<file path="src/hw/tsc_regs.svh">
// Register offsets, field positions, reset values and timing counts of the touch settings block.
`ifndef TSC_REGS_SVH
`define TSC_REGS_SVH
// ****************************************
// Register byte offsets
// ****************************************
`define TSC_OFS_SET0 8'h00
`define TSC_OFS_SET1 8'h04
`define TSC_OFS_SYSF 8'h08
`define TSC_OFS_TGT 8'h0c
`define TSC_OFS_STAT 8'h10
// ****************************************
// Field positions
// ****************************************
`define TSC_S0_BIAS_LO 0
`define TSC_S0_BIAS_HI 1
`define TSC_S0_STREAM 2
`define TSC_S0_RESEED 3
`define TSC_S0_RETUNE 4
`define TSC_S0_CLICK 5
`define TSC_S1_BAND 0
`define TSC_S1_FSLEEP 1
`define TSC_S1_PPROJ 2
`define TSC_S1_HALT 3
`define TSC_S1_FREERUN 4
`define TSC_S1_SPEED_LO 5
`define TSC_S1_SPEED_HI 6
`define TSC_S1_ACK 7
`define TSC_S1_COMBRX 8
`define TSC_S1_OSC4 9
// ****************************************
// Reset values and constants
// ****************************************
`define TSC_SET0_RST 8'h00
`define TSC_SET1_RST 16'h0000
`define TSC_TGT_RST 16'h2040
`define TSC_SPEED_FAST 2'h0
`define TSC_LAST_CH 4'hc
`define TSC_RESEED_OFS 16'h0008
`define TSC_PROX_TH 16'h0010
`define TSC_TGT_SHIFT 3
`define TSC_RESP_OK 2'h0
`define TSC_RESP_ERR 2'h2
// ****************************************
// Timing
// ****************************************
`define TSC_CLK_HZ 50000000
`define TSC_WAKE_MS 512
`define TSC_WAKE_CYC (`TSC_WAKE_MS * (`TSC_CLK_HZ / 1000))
`define TSC_SAMPLE_MS 16
`define TSC_SAMPLE_CYC (`TSC_SAMPLE_MS * (`TSC_CLK_HZ / 1000))
`define TSC_XFER_FAST_HZ 2000000
`define TSC_XFER_SLOW_HZ 1000000
`define TSC_DIV_FAST (`TSC_CLK_HZ / `TSC_XFER_FAST_HZ)
`define TSC_DIV_SLOW (`TSC_CLK_HZ / `TSC_XFER_SLOW_HZ)
`endif

</file>
<file path="src/hw/tsc_pkg.sv">
// Types shared by the touch settings block.
package tsc_pkg;
  typedef enum logic [1:0] {TSC_WAIT, TSC_CONV, TSC_HALT} tsc_state_e;
  typedef struct packed {
    tsc_state_e state;
    logic aw_got;
    logic w_got;
    logic [7:0] aw_addr;
    logic [31:0] w_data;
    logic [3:0] w_strb;
    logic bvalid;
    logic [1:0] bresp;
    logic rvalid;
    logic [31:0] rdata;
    logic [1:0] rresp;
    logic [7:0] set0;
    logic [15:0] set1;
    logic [15:0] tgt;
    logic reset_seen;
    logic low_power;
    logic tuning;
    logic halt_flag;
    logic [12:0] evt;
    logic [12:0] click;
    logic [12:0][15:0] long_term_average;
    logic [12:0][15:0] cs;
    logic [24:0] period_cnt;
    logic [24:0] wake_cnt;
    logic conv_start;
    logic tune_start;
    logic comm_window;
    logic wake_tick;
  } tsc_ctrl_s;
  typedef struct packed {
    logic [7:0] cnt;
    logic tick;
  } tsc_div_s;
endpackage

</file>
<file path="src/hw/tsc_ctrl.sv">
// Touch controller settings logic with AXI4-Lite registers, baseline filters and conversion sequencing.
//
// Functional notes
// - Report click apart from touch on deep drop.
// - Transmitter bias field in settings zero.
// - Tuning hides windows unless streaming enabled.
// - Ready handshake forces a window any time.
// - Reseed loads averages with counts plus eight.
// - Averages step toward counts until equal, except proximity during an event.
// - Reseed clears proximity and touch states.
// - Retune when average leaves target band.
// - Retune request bit self-clears on start.
// - Retune clears proximity, touch, click, halt.
// - Click enable; click status readable.
// - Band select chooses eighth or quarter.
// - Force sleep reseeds proximity, wakes on movement.
// - Projected proximity charging mode output.
// - Combined receive charges channels one to nine.
// - Conversion halt stops all conversions.
// - Halted conversions run 512 ms wake timer.
// - Free-run starts conversions back to back.
// - Otherwise conversions keep a fixed period.
// - Transfer clock divided, 2 or 1 MHz, or 1 or 0.5 MHz with OSC4 set.
// - Reset seen flag set after reset.
// - Writing acknowledge clears reset seen flag.
// - Target is eight times programmed value.
//
// Chosen here: the AXI4-Lite interface to the registers and the register offsets.
`include "tsc_regs.svh"
module tsc_ctrl
  import tsc_pkg::*;
#(
  parameter logic [24:0] WAKE_CYC = 25'(`TSC_WAKE_CYC),
  parameter logic [24:0] SAMPLE_CYC = 25'(`TSC_SAMPLE_CYC)
) (
  input wire logic aclk,
  input wire logic aresetn,
  input wire logic [7:0] awaddr,
  input wire logic awvalid,
  output logic awready,
  input wire logic [31:0] wdata,
  input wire logic [3:0] wstrb,
  input wire logic wvalid,
  output logic wready,
  output logic [1:0] bresp,
  output logic bvalid,
  input wire logic bready,
  input wire logic [7:0] araddr,
  input wire logic arvalid,
  output logic arready,
  output logic [31:0] rdata,
  output logic [1:0] rresp,
  output logic rvalid,
  input wire logic rready,
  input wire logic conv_done,
  input wire logic sample_valid,
  input wire logic [3:0] sample_chan,
  input wire logic [15:0] sample_counts,
  input wire logic tune_done,
  input wire logic rdy_force,
  output logic conv_start,
  output logic xfer_tick,
  output logic [1:0] tx_bias,
  output logic prox_projected,
  output logic combined_rx,
  output logic tune_start,
  output logic comm_window,
  output logic low_power,
  output logic conv_halted,
  output logic wake_tick
);
  tsc_ctrl_s s;
  tsc_ctrl_s next_s;
  logic [7:0] xfer_div;

  // ****************************************
  // Helpers
  // ****************************************
  function automatic logic [31:0] wmerge(logic [31:0] old, logic [31:0] d, logic [3:0] st);
    logic [31:0] r;
    r = old;
    for (int i = 0; i < 4; i++) begin
      if (st[i]) begin
        r[i*8 +: 8] = d[i*8 +: 8];
      end
    end
    return r;
  endfunction

  function automatic logic [15:0] absdiff(logic [15:0] a, logic [15:0] b);
    return (a > b) ? a - b : b - a;
  endfunction

  function automatic logic [15:0] target(logic [7:0] v);
    return {8'h00, v} << `TSC_TGT_SHIFT;
  endfunction

  // ****************************************
  // Next state
  // ****************************************
  always_comb begin
    logic [3:0] c;
    logic [15:0] lt;
    logic [15:0] cv;
    logic [15:0] tg;
    logic [15:0] bd;
    logic [15:0] drop;
    logic [31:0] wv;
    logic ev;
    logic start_tune;
    c = sample_chan;
    lt = s.long_term_average[sample_chan];
    cv = sample_counts;
    tg = 16'h0000;
    bd = 16'h0000;
    drop = 16'h0000;
    wv = 32'h0;
    ev = 1'b0;
    start_tune = 1'b0;
    next_s = s;
    next_s.conv_start = 1'b0;
    next_s.tune_start = 1'b0;
    next_s.comm_window = 1'b0;
    next_s.wake_tick = 1'b0;
    if (s.period_cnt != 25'h0) begin
      next_s.period_cnt = s.period_cnt - 25'h1;
    end

    // Conversion sequencing.
    unique case (s.state)
      TSC_WAIT: begin
        if (s.set1[`TSC_S1_HALT]) begin
          next_s.state = TSC_HALT;
          next_s.wake_cnt = WAKE_CYC - 25'h1;
        end else if (s.set1[`TSC_S1_FREERUN] || s.period_cnt == 25'h0) begin
          next_s.state = TSC_CONV;
          next_s.conv_start = 1'b1;
          next_s.period_cnt = SAMPLE_CYC - 25'h1;
        end
      end
      TSC_CONV: begin
        if (conv_done) begin
          next_s.state = TSC_WAIT;
          if (!s.tuning || s.set0[`TSC_S0_STREAM]) begin
            next_s.comm_window = 1'b1;
          end
        end
      end
      TSC_HALT: begin
        if (s.wake_cnt == 25'h0) begin
          next_s.wake_cnt = WAKE_CYC - 25'h1;
          next_s.wake_tick = 1'b1;
        end else begin
          next_s.wake_cnt = s.wake_cnt - 25'h1;
        end
        if (!s.set1[`TSC_S1_HALT]) begin
          next_s.state = TSC_WAIT;
        end
      end
    endcase

    if (rdy_force) begin
      next_s.comm_window = 1'b1;
      next_s.low_power = 1'b0;
    end

    // Per-sample filtering and event detection.
    if (sample_valid && sample_chan <= `TSC_LAST_CH) begin
      next_s.cs[c] = cv;
      drop = (lt > cv) ? lt - cv : 16'h0000;
      if (c == 4'h0) begin
        ev = absdiff(cv, lt) > `TSC_PROX_TH;
        next_s.evt[0] = ev;
        next_s.halt_flag = ev;
        if (s.low_power && ev) begin
          next_s.low_power = 1'b0;
          next_s.set1[`TSC_S1_FSLEEP] = 1'b0;
        end
      end else begin
        ev = drop > (lt >> 4);
        next_s.evt[c] = ev;
        next_s.click[c] = s.set0[`TSC_S0_CLICK] && drop > ((lt >> 4) + (lt >> 5));
      end
      // The proximity average is frozen while an event stands so a held hand is not absorbed.
      // average steps toward counts
      if (!(c == 4'h0 && ev)) begin
        if (lt > cv) begin
          next_s.long_term_average[c] = lt - 16'h0001;
        end else if (lt < cv) begin
          next_s.long_term_average[c] = lt + 16'h0001;
        end
      end
      tg = target((c == 4'h0) ? s.tgt[7:0] : s.tgt[15:8]);
      bd = s.set1[`TSC_S1_BAND] ? (tg >> 2) : (tg >> 3);
      if (!ev && (lt > tg + bd || lt + bd < tg)) begin
        start_tune = 1'b1;
      end
    end

    if (s.set0[`TSC_S0_RESEED]) begin
      for (int i = 0; i < 13; i++) begin
        next_s.long_term_average[i] = s.cs[i] + `TSC_RESEED_OFS;
      end
      next_s.evt = 13'h0;
      next_s.set0[`TSC_S0_RESEED] = 1'b0;
    end

    if (s.set0[`TSC_S0_RETUNE]) begin
      start_tune = 1'b1;
    end
    if (start_tune && !s.tuning) begin
      next_s.tuning = 1'b1;
      next_s.tune_start = 1'b1;
      next_s.set0[`TSC_S0_RETUNE] = 1'b0;
      next_s.evt = 13'h0;
      next_s.click = 13'h0;
      next_s.halt_flag = 1'b0;
    end else if (s.tuning && tune_done) begin
      next_s.tuning = 1'b0;
    end

    // ****************************************
    // AXI4-Lite write channel
    // ****************************************
    if (awvalid && awready) begin
      next_s.aw_got = 1'b1;
      next_s.aw_addr = awaddr;
    end
    if (wvalid && wready) begin
      next_s.w_got = 1'b1;
      next_s.w_data = wdata;
      next_s.w_strb = wstrb;
    end
    if (bvalid && bready) begin
      next_s.bvalid = 1'b0;
    end
    // The write lands after the hardware updates so a host set beats a same-cycle clear.
    if (s.aw_got && s.w_got && !s.bvalid) begin
      next_s.aw_got = 1'b0;
      next_s.w_got = 1'b0;
      next_s.bvalid = 1'b1;
      next_s.bresp = `TSC_RESP_OK;
      unique case ({s.aw_addr[7:2], 2'b00})
        `TSC_OFS_SET0: begin
          wv = wmerge({24'h0, s.set0}, s.w_data, s.w_strb);
          next_s.set0 = wv[7:0];
        end
        `TSC_OFS_SET1: begin
          wv = wmerge({16'h0, s.set1}, s.w_data, s.w_strb);
          if (wv[`TSC_S1_ACK]) begin
            next_s.reset_seen = 1'b0;
          end
          wv[`TSC_S1_ACK] = 1'b0;
          if (wv[`TSC_S1_FSLEEP] && !s.set1[`TSC_S1_FSLEEP]) begin
            next_s.long_term_average[0] = s.cs[0] + `TSC_RESEED_OFS;
            next_s.evt[0] = 1'b0;
            next_s.low_power = 1'b1;
          end
          next_s.set1 = wv[15:0];
        end
        `TSC_OFS_TGT: begin
          wv = wmerge({16'h0, s.tgt}, s.w_data, s.w_strb);
          next_s.tgt = wv[15:0];
        end
        `TSC_OFS_SYSF, `TSC_OFS_STAT: begin
          next_s.bresp = `TSC_RESP_OK;
        end
        default: begin
          next_s.bresp = `TSC_RESP_ERR;
        end
      endcase
    end

    // ****************************************
    // AXI4-Lite read channel
    // ****************************************
    if (rvalid && rready) begin
      next_s.rvalid = 1'b0;
    end
    if (arvalid && arready) begin
      next_s.rvalid = 1'b1;
      next_s.rresp = `TSC_RESP_OK;
      unique case ({araddr[7:2], 2'b00})
        `TSC_OFS_SET0: next_s.rdata = {24'h0, s.set0};
        `TSC_OFS_SET1: next_s.rdata = {16'h0, s.set1};
        `TSC_OFS_SYSF: next_s.rdata = {28'h0, s.low_power, s.state == TSC_HALT, s.tuning, s.reset_seen};
        `TSC_OFS_TGT: next_s.rdata = {16'h0, s.tgt};
        `TSC_OFS_STAT: next_s.rdata = {3'h0, s.click, 2'h0, s.halt_flag, s.evt};
        default: begin
          next_s.rdata = 32'h0;
          next_s.rresp = `TSC_RESP_ERR;
        end
      endcase
    end
  end

  // ****************************************
  // State register
  // ****************************************
  always_ff @(posedge aclk) begin
    if (!aresetn) begin
      s <= '0;
      s.reset_seen <= 1'b1;
      s.set0 <= `TSC_SET0_RST;
      s.set1 <= `TSC_SET1_RST;
      s.tgt <= `TSC_TGT_RST;
      s.state <= TSC_WAIT;
    end else begin
      s <= next_s;
    end
  end

  // ****************************************
  // Charge transfer clock
  // ****************************************
  // divider from speed and oscillator
  always_comb begin
    xfer_div = (s.set1[`TSC_S1_SPEED_HI:`TSC_S1_SPEED_LO] == `TSC_SPEED_FAST) ? 8'(`TSC_DIV_FAST) : 8'(`TSC_DIV_SLOW);
    if (s.set1[`TSC_S1_OSC4]) begin
      xfer_div = {xfer_div[6:0], 1'b0};
    end
  end

  tsc_xfer_div u_div (
    .aclk(aclk),
    .aresetn(aresetn),
    .run(s.state == TSC_CONV),
    .div(xfer_div),
    .tick(xfer_tick)
  );

  assign awready = !s.aw_got && !s.bvalid;
  assign wready = !s.w_got && !s.bvalid;
  assign bvalid = s.bvalid;
  assign bresp = s.bresp;
  assign arready = !s.rvalid;
  assign rvalid = s.rvalid;
  assign rdata = s.rdata;
  assign rresp = s.rresp;
  assign conv_start = s.conv_start;
  assign tune_start = s.tune_start;
  assign comm_window = s.comm_window;
  assign wake_tick = s.wake_tick;
  assign low_power = s.low_power;
  assign conv_halted = s.state == TSC_HALT;
  assign tx_bias = s.set0[`TSC_S0_BIAS_HI:`TSC_S0_BIAS_LO];
  assign prox_projected = s.set1[`TSC_S1_PPROJ];
  assign combined_rx = s.set1[`TSC_S1_COMBRX];
endmodule

</file>
<file path="src/hw/tsc_xfer_div.sv">
// Charge transfer rate divider producing a one-cycle enable pulse.
module tsc_xfer_div
  import tsc_pkg::*;
(
  input wire logic aclk,
  input wire logic aresetn,
  input wire logic run,
  input wire logic [7:0] div,
  output logic tick
);
  tsc_div_s s;
  tsc_div_s next_s;

  always_comb begin
    next_s = s;
    next_s.tick = 1'b0;
    if (!run) begin
      next_s.cnt = 8'h00;
    end else if (s.cnt >= div - 8'h01) begin
      next_s.cnt = 8'h00;
      next_s.tick = 1'b1;
    end else begin
      next_s.cnt = s.cnt + 8'h01;
    end
  end

  always_ff @(posedge aclk) begin
    if (!aresetn) begin
      s <= '0;
    end else begin
      s <= next_s;
    end
  end

  assign tick = s.tick;
endmodule

</file>
<file path="config.mk">
export PLATFORM = sky130hd
export DESIGN_NAME = tsc_ctrl
export DESIGN_NICKNAME = d
export VERILOG_FILES = /design/src/hw/tsc_pkg.sv /design/src/hw/tsc_ctrl.sv /design/src/hw/tsc_xfer_div.sv
export VERILOG_INCLUDE_DIRS = /design/src /design/src/hw
export SDC_FILE = /design/constraint.sdc
export NUM_CORES = 2
export LEC_CHECK = 0
export BUFFER_PORTS_ARGS = -buffer_cell sky130_fd_sc_hd__buf_2
export CAP_MARGIN = 5
export CORE_UTILIZATION = 40
export DETAILED_ROUTE_END_ITERATION = 10
export PLACE_DENSITY = 0.64
export SLEW_MARGIN = 10
export SYNTH_ARGS = -nofsm -noshare
export SYNTH_HDL_FRONTEND = slang
export SYNTH_HIERARCHICAL = 1
export SYNTH_SLANG_ARGS = --single-unit
</file>
<file path="constraint.sdc">
create_clock -name aclk -period 11.24 [get_ports aclk]
set_input_delay 2.248 -clock aclk [delete_from_list [all_inputs] [get_ports aclk]]
set_output_delay 2.248 -clock aclk [all_outputs]
set_load 0.03 [all_outputs]
</file>
### After elaboration in Yosys (flattened, before gate mapping)

Index checks and enable logic that the tools add are counted.

| word-level totals | value |
|---|---|
| register bits after elaboration | 616 |
| output and inout port bits | 52 |
| logic and storage cells | 268 |
| bits of input ports | 83 |

| cells by class | value |
|---|---|
| add/subtract/negate cells | 24 |
| mux-type cells | 88 |
| reduce and logical (&&, ||, !) cells | 63 |
| $lt $le $gt $ge | 12 |
| bitwise operators | 4 |
| eq/ne operators | 17 |

Operator list:

| operator | count |
|---|---|
| $mux W208 | 4 |
| $bwmux W208 | 3 |
| $mux W430 | 1 |
| $add A16 B4 Y16 const B | 13 |
| $mux W25 | 6 |
| $pmux W29 S5 | 1 |
| $mux W16 | 9 |
| $bmux W16 S4 | 1 |
| $demux W16 S4 | 1 |
| $mux W8 | 7 |
| $logic_not A25 Y1 | 2 |
| $pmux W25 S2 | 1 |
| $sub A25 B1 Y25 const B | 2 |
| $mux W39 | 1 |
| $mux W35 | 1 |
| $mux W1 | 33 |
| $gt A16 B12 Y1 | 2 |
| $gt A16 B16 Y1 | 2 |
| $sub A16 B16 Y16 | 2 |
| $reduce_and A3 Y1 | 9 |
| $bwmux W13 | 2 |
| $reduce_bool A25 Y1 | 1 |
| $eq A6 B2 Y1 const B | 4 |
| $logic_and A1 B1 Y1 | 18 |
| other kinds (43) | 82 |

### Longest topological paths before layout

| logic depth | value |
|---|---|
| depth in word-level cells | 17 |
| depth in mapped cells | 31 |

### By module

The synthesis kept the hierarchy.

By module, submodules not included:

| module | area an instance (um^2) | cells each | times used | seq. area each (um^2) |
|---|---|---|---|---|
| tsc_ctrl | 32964.1 | 4104 | 1 | 12011.5 |
| tsc_xfer_div | 676.9 | 72 | 1 | 180.2 |

### Worst setup path before layout

Ideal clock, no wire load.

| path | value |
|---|---|
| kind | input to register |
| start point | input port sample_chan[1] |
| end point | register s[480] (netlist name) |
| data required time | 11.067 ns |
| setup time | 0.173 ns |
| stages on the path | 30 |
| path slack | 3.031 ns |
| arrival | 8.036 ns |
| cell sequence | buf_6 > buf_6 > buf_6 > buf_6 > buf_4 > buf_6 > buf_2 > mux4_2 > mux2i_1 > o21ai_0 > ha_1 > buf_2 > a21oi_1 > o211ai_1 > a21oi_1 > o21ai_2 > clkbuf_1 > and3_1 > ha_1 > a21o_1 > a21o_1 > a211o_1 > a311oi_1 > o21ai_0 > o311a_1 > o21ai_0 > o2111ai_1 > nor2_2 > buf_4 > a2111oi_0 |

| between the ends | value |
|---|---|
| cells in the longest elaborated chain, start to end | 14 |
| elaborated cells on any way between the ends | 40 |
| those cells by class | 5 x add/sub; 10 x order compare; 14 x mux; 1 x bitwise; 10 x reduce/logical |

RTL lines:

| item | line | text |
|---|---|---|
| start, declared | tsc_ctrl.sv:57 | `input wire logic [3:0] sample_chan,` |
| $bmux W16 S4 | tsc_ctrl.sv:112 | `lt = s.long_term_average[sample_chan];` |
| $mux W16 (implied by the code) | tsc_ctrl.sv:112 |  |
| $sub A16 B16 Y16 (tied with other cells) | tsc_ctrl.sv:91, tsc_ctrl.sv:170 |  |
| $mux W16, on equally long branches | tsc_ctrl.sv:170, tsc_ctrl.sv:91 |  |
| $gt A16 B12 Y1 / $gt A16 B5 Y1 (equally long branches) | n/a |  |
| $mux W1 | tsc_ctrl.sv:171 | `if (c == 4'h0) begin` |
| $mux W1 | tsc_ctrl.sv:168 | `` if (sample_valid && sample_chan <= `TSC_LAST_CH) begin `` |
| $logic_not A1 Y1 | tsc_ctrl.sv:195 | `if (!ev && (lt > tg + bd \|\| lt + bd < tg)) begin` |
| $logic_and A1 B1 Y1 | tsc_ctrl.sv:195 |  |
| $mux W1 | tsc_ctrl.sv:195 |  |
| $mux W1 | tsc_ctrl.sv:168 |  |
| $mux W1 | tsc_ctrl.sv:208 | `` if (s.set0[`TSC_S0_RETUNE]) begin `` |
| $logic_and A1 B1 Y1 | tsc_ctrl.sv:211 | `if (start_tune && !s.tuning) begin` |
| $reduce_or A2 Y1 (no line) | n/a |  |
| end signal, assigned | tsc_ctrl.sv:309 | `s <= next_s;` |
| end, declared | tsc_ctrl.sv:72 | `tsc_ctrl_s s;` |

Parallel ways exist; a longest one is shown, timed or not. The select of a mux whose other input is x is not followed.
A chain may end at the register's enable or synchronous reset.

### Final worst setup path

| path | value |
|---|---|
| start point | input port sample_chan[0] |
| end point | register s[476] (netlist name) |

The elaborated chain is that of the path after synthesis.

==> insert_results.sql <==
INSERT INTO impl_metrics (metric_group, metric, value, unit) VALUES
('yosys', 'synth_most_common_cell', 'sky130_fd_sc_hd__nand2_1', ''),
('finish', 'finalNetCount', '4365', ''),
('sta', 'tightest_slew', '1.30', 'ns'),
('clock_network', 'htree_num_levels', '3', ''),
('hold_path', 'holdCritStartpoint', 'rdata[23]', ''),
('finish', 'fillerInstances', '8180', ''),
('detailed_routing', 'detail-route-antenna-nets', '0', ''),
('power_and_ir_drop', 'power.leakage', '14.0', 'nW'),
('yosys', 'syn_area', '33600', 'µm²'),
('clock_network', 'postCtsResizedCells', '0', ''),
('setup_path', 'start_kind', 'primary input', ''),
('detailed_routing', 'postRouteWirelength', '119', 'mm'),
('sta', 'post-route-period-util', '0.808', ''),
('sta', 'max_slew_margin', '0.132', ''),
('die', 'core.rowCount', '105', ''),
('power_and_ir_drop', 'maximum_resistive_drop_on_vdd', '0.000114', 'V'),
('yosys', 'synth-edff-count', '0', ''),
('placement', 'port_buffers', '107', ''),
('clock_network', 'insertion_delay', '0.63', 'ns'),
('finish', 'area_delta_synth_final', '10.7', '%'),
('setup_path', 'timing.critical_path.arrival', '9.53', 'ns'),
('finish', 'drive_gt1_frac', '0.0967', ''),
('yosys', 'seq_area_frac_synth', '0.362', ''),
('clock_network', 'clkSinkCount', '609', ''),
('grt', 'number_of_global_route_vias_before_repair', '28688', ''),
('detailed_routing', 'via_count', '31439', ''),
('sta', 'setup_viol', '0', ''),
('sta', 'worst_slack', '2.16', 'ns'),
('clock_network', 'cts.repair_timing.setup_buffer_count', '0', ''),
('placement', 'globalplace.congestion', '1.01', ''),
('clock_network', 'cts_buffer_depth', '3', ''),
('yosys', 'predominant_post_synthesis_flop_cell', 'sky130_fd_sc_hd__dfxtp_1', ''),
('yosys', 'post-synth-top-area-fraction', '0.362', ''),
('finish', 'insertedDiodeCount', '0', ''),
('grt', 'wire_length_of_the_first_global_routing_pass', '178', 'mm'),
('yosys', 'synthTopCellsByArea', 'sky130_fd_sc_hd__dfxtp_1, sky130_fd_sc_hd__nand2_1, sky130_fd_sc_hd__a21oi_1', ''),
('yosys', 'synthesis.yosys.warnings', '6', ''),
('detailed_routing', 'avgRoutedWirePerCell', '22.6', 'µm'),
('grt', 'overflow', '0', ''),
('grt', 'gr-usage-all-layers', '0.270', ''),
('grt', 'largest_net_degree_at_the_start_of_global_routing', '211', ''),
('yosys', 'synth_top_cells_by_count', 'sky130_fd_sc_hd__nand2_1, sky130_fd_sc_hd__dfxtp_1, sky130_fd_sc_hd__a21oi_1, sky130_fd_sc_hd__nor2_1, sky130_fd_sc_hd__clkbuf_1', ''),
('setup_path', 'reg2reg_start', 's[303]', ''),
('yosys', 'synth_seq_cells', '609', ''),
('yosys', 'ys_types', '99', ''),
('setup_path', 'worstPathMaxFanout', '35', ''),
('die', 'floorplan.die.height', '292', 'µm'),
('detailed_routing', 'drc', '0', ''),
('sta', 'final_hold_viol_count', '0', ''),
('power_and_ir_drop', 'power.total', '5.24', 'mW'),
('setup_path', 'endpoint_kind', 'flop', ''),
('die', 'start_util', '0.407', ''),
('die', 'total_die_area', '85300', 'µm²'),
('setup_path', 'critical_path_required', '11.69', 'ns'),
('sta', 'grt_setup_unrepaired', 'false', ''),
('yosys', 'synth_async_sr_flop_share', '0', ''),
('setup_path', 'reg2reg_setup_slack', '4.48', 'ns'),
('sta', 'timing.final.max_slew_violations', '0', ''),
('detailed_routing', 'drt_first_pass_iters', '10', ''),
('status', 'status', 'finished clean', ''),
('sta', 'max_frequency', '110', 'MHz'),
('die', 'chipWidth', '292', 'µm'),
('hold_path', 'hold_path_end', 'rdata[23]', ''),
('detailed_routing', 'starting_drt_drc_count', '3959', ''),
('hold_path', 'holdCritPathClass', 'reg -> reg', ''),
('yosys', 'synth.largest_area_cell', 'sky130_fd_sc_hd__dfxtp_1', ''),
('detailed_routing', 'via_per_inst', '5.99', ''),
('run', 'drv_cap', '0', ''),
('setup_path', 'critical_path.reg2reg.endpoint', 's[476]', ''),
('sta', 'setup_tns', '0', 'ns'),
('sta', 'period_minus_slack', '9.08', 'ns');
-- placed cells by master, fill, tap and decap left out, types with 16 or more instances in the layout --
cell type and instances:
sky130_fd_sc_hd__a221oi_1 32, sky130_fd_sc_hd__nand2_1 717, sky130_fd_sc_hd__o21ai_0 113, sky130_fd_sc_hd__xor2_1 106
sky130_fd_sc_hd__mux2i_1 82, sky130_fd_sc_hd__nand2b_1 28, sky130_fd_sc_hd__buf_4 81, sky130_fd_sc_hd__nor2b_1 19
sky130_fd_sc_hd__o211ai_1 26, sky130_fd_sc_hd__nand3_1 177, sky130_fd_sc_hd__clkbuf_16 72, sky130_fd_sc_hd__dfxtp_1 608
sky130_fd_sc_hd__nor4_1 18, sky130_fd_sc_hd__and3_1 52, sky130_fd_sc_hd__nor3_1 81, sky130_fd_sc_hd__inv_1 97
sky130_fd_sc_hd__clkbuf_8 23, sky130_fd_sc_hd__a22oi_1 72, sky130_fd_sc_hd__nor2_1 361, sky130_fd_sc_hd__xnor2_1 129
sky130_fd_sc_hd__a21o_1 19, sky130_fd_sc_hd__a211oi_1 28, sky130_fd_sc_hd__buf_2 106, sky130_fd_sc_hd__o22ai_1 29
sky130_fd_sc_hd__ha_1 154, sky130_fd_sc_hd__mux4_2 31, sky130_fd_sc_hd__a31oi_1 30, sky130_fd_sc_hd__a222oi_1 94
sky130_fd_sc_hd__a21oi_1 458, sky130_fd_sc_hd__nand4_1 28, sky130_fd_sc_hd__and2_1 16
-- area by class of cell --
| cell class | instances | area (µm²) | share of cell area |
|---|---|---|---|
| multi-input combinational | 3156 | 19700 | 0.530 |
| clock buffer | 109 | 2170 | 0.0583 |
| tap | 1070 | 1340 | 0.0360 |
| clock inverter | 19 | 240 | 0.00645 |
| timing repair buffer | 189 | 1180 | 0.0317 |
| inverter | 98 | 375 | 0.0101 |
| sequential | 609 | 12200 | 0.327 |
-- critical path, cell delays in order --
cell	delay, ns
sky130_fd_sc_hd__buf_2	0.49
sky130_fd_sc_hd__buf_4	0.59
sky130_fd_sc_hd__mux4_2	0.59
sky130_fd_sc_hd__and2_4	0.18
sky130_fd_sc_hd__nor4_4	0.52
sky130_fd_sc_hd__inv_1	0.34
sky130_fd_sc_hd__fa_1	0.53
sky130_fd_sc_hd__a211oi_1	0.36
sky130_fd_sc_hd__o211ai_1	0.21
sky130_fd_sc_hd__a21oi_1	0.29
sky130_fd_sc_hd__o21ai_2	0.09
sky130_fd_sc_hd__buf_4	0.20
sky130_fd_sc_hd__nand2_1	0.08
sky130_fd_sc_hd__buf_4	0.28
sky130_fd_sc_hd__nor2_1	0.13
sky130_fd_sc_hd__ha_1	0.33
sky130_fd_sc_hd__a21o_1	0.18
sky130_fd_sc_hd__a21o_1	0.16
sky130_fd_sc_hd__a21o_1	0.18
sky130_fd_sc_hd__a311oi_1	0.19
sky130_fd_sc_hd__o21ai_0	0.12
sky130_fd_sc_hd__o311a_1	0.18
sky130_fd_sc_hd__o21ai_0	0.16
sky130_fd_sc_hd__o2111ai_1	0.24
sky130_fd_sc_hd__nor2_2	0.15
sky130_fd_sc_hd__buf_4	0.30
sky130_fd_sc_hd__a2111oi_0	0.12
-- metal layers --
layer,share of wire,global-route usage,wire length (µm)
met1,0.42,0.367,50400
met2,0.44,0.414,51900
met3,0.092,0.0476,11000
met4,0.047,0.123,5530
met5,0.00023,0,27
-- flip-flops by register name, indices dropped and copies added, names as in the netlist, 2 cells and up --
name	cells
s	558
rdata	29
u_div/s	8
tx_bias	2
-- power by group --
| part | switching (mW) | internal, mW | leakage [nW] |
|---|---|---|---|
| Clock | 0.973 | 1.41 | 1.19 |
| Combinational | 0.384 | 0.198 | 7.85 |
| Sequential | 0.0564 | 2.22 | 4.92 |
| Total | 1.41 | 3.82 | 14.0 |
-- kinds of logic (layout without fill, tap and decap cells) --
kind of cell / Yosys count / after routing / share of synthesized area
AND/OR/NAND/NOR: 1588 / 1588 / 0.211
AO/OA/AOI/OAI: 1036 / 1036 / 0.199
flip-flops: 609 / 609 / 0.362
buffers and inverters: 416 / 415 / 0.0544
XOR/XNOR: 235 / 235 / 0.0612
adder cells (fa/ha/maj): 159 / 159 / 0.0600
multiplexers: 132 / 132 / 0.0521
other: 1 / 6 / 0.000111
-- stage by stage --
step	hold WS (ns)	area [µm²]	utilization	cells
5_1_grt	0.470	37200	0.451	5250
3_3_place_gp	0.429	34800	0.421	5122
3_5_place_dp	0.442	34800	0.421	5122
2_1_floorplan	0.418	33700	-	4181
6_report	0.447	37200	0.451	5250
4_1_cts	0.451	37200	0.451	5250
-- worst max path at each step --
stage | from | cells after the start | slack [ns] | end
finish | sample_chan[0] | 27 | 2.16 | s[476]
global placement | sample_chan[0] | 27 | 1.65 | s[483]
detailed placement | sample_chan[0] | 27 | 1.59 | s[476]
global route | sample_chan[0] | 26 | 1.63 | s[490]
CTS | sample_chan[0] | 27 | 2.23 | s[476]
floorplan | sample_chan[1] | 30 | 3.03 | s[480]
(Power assumes the default switching activity.)
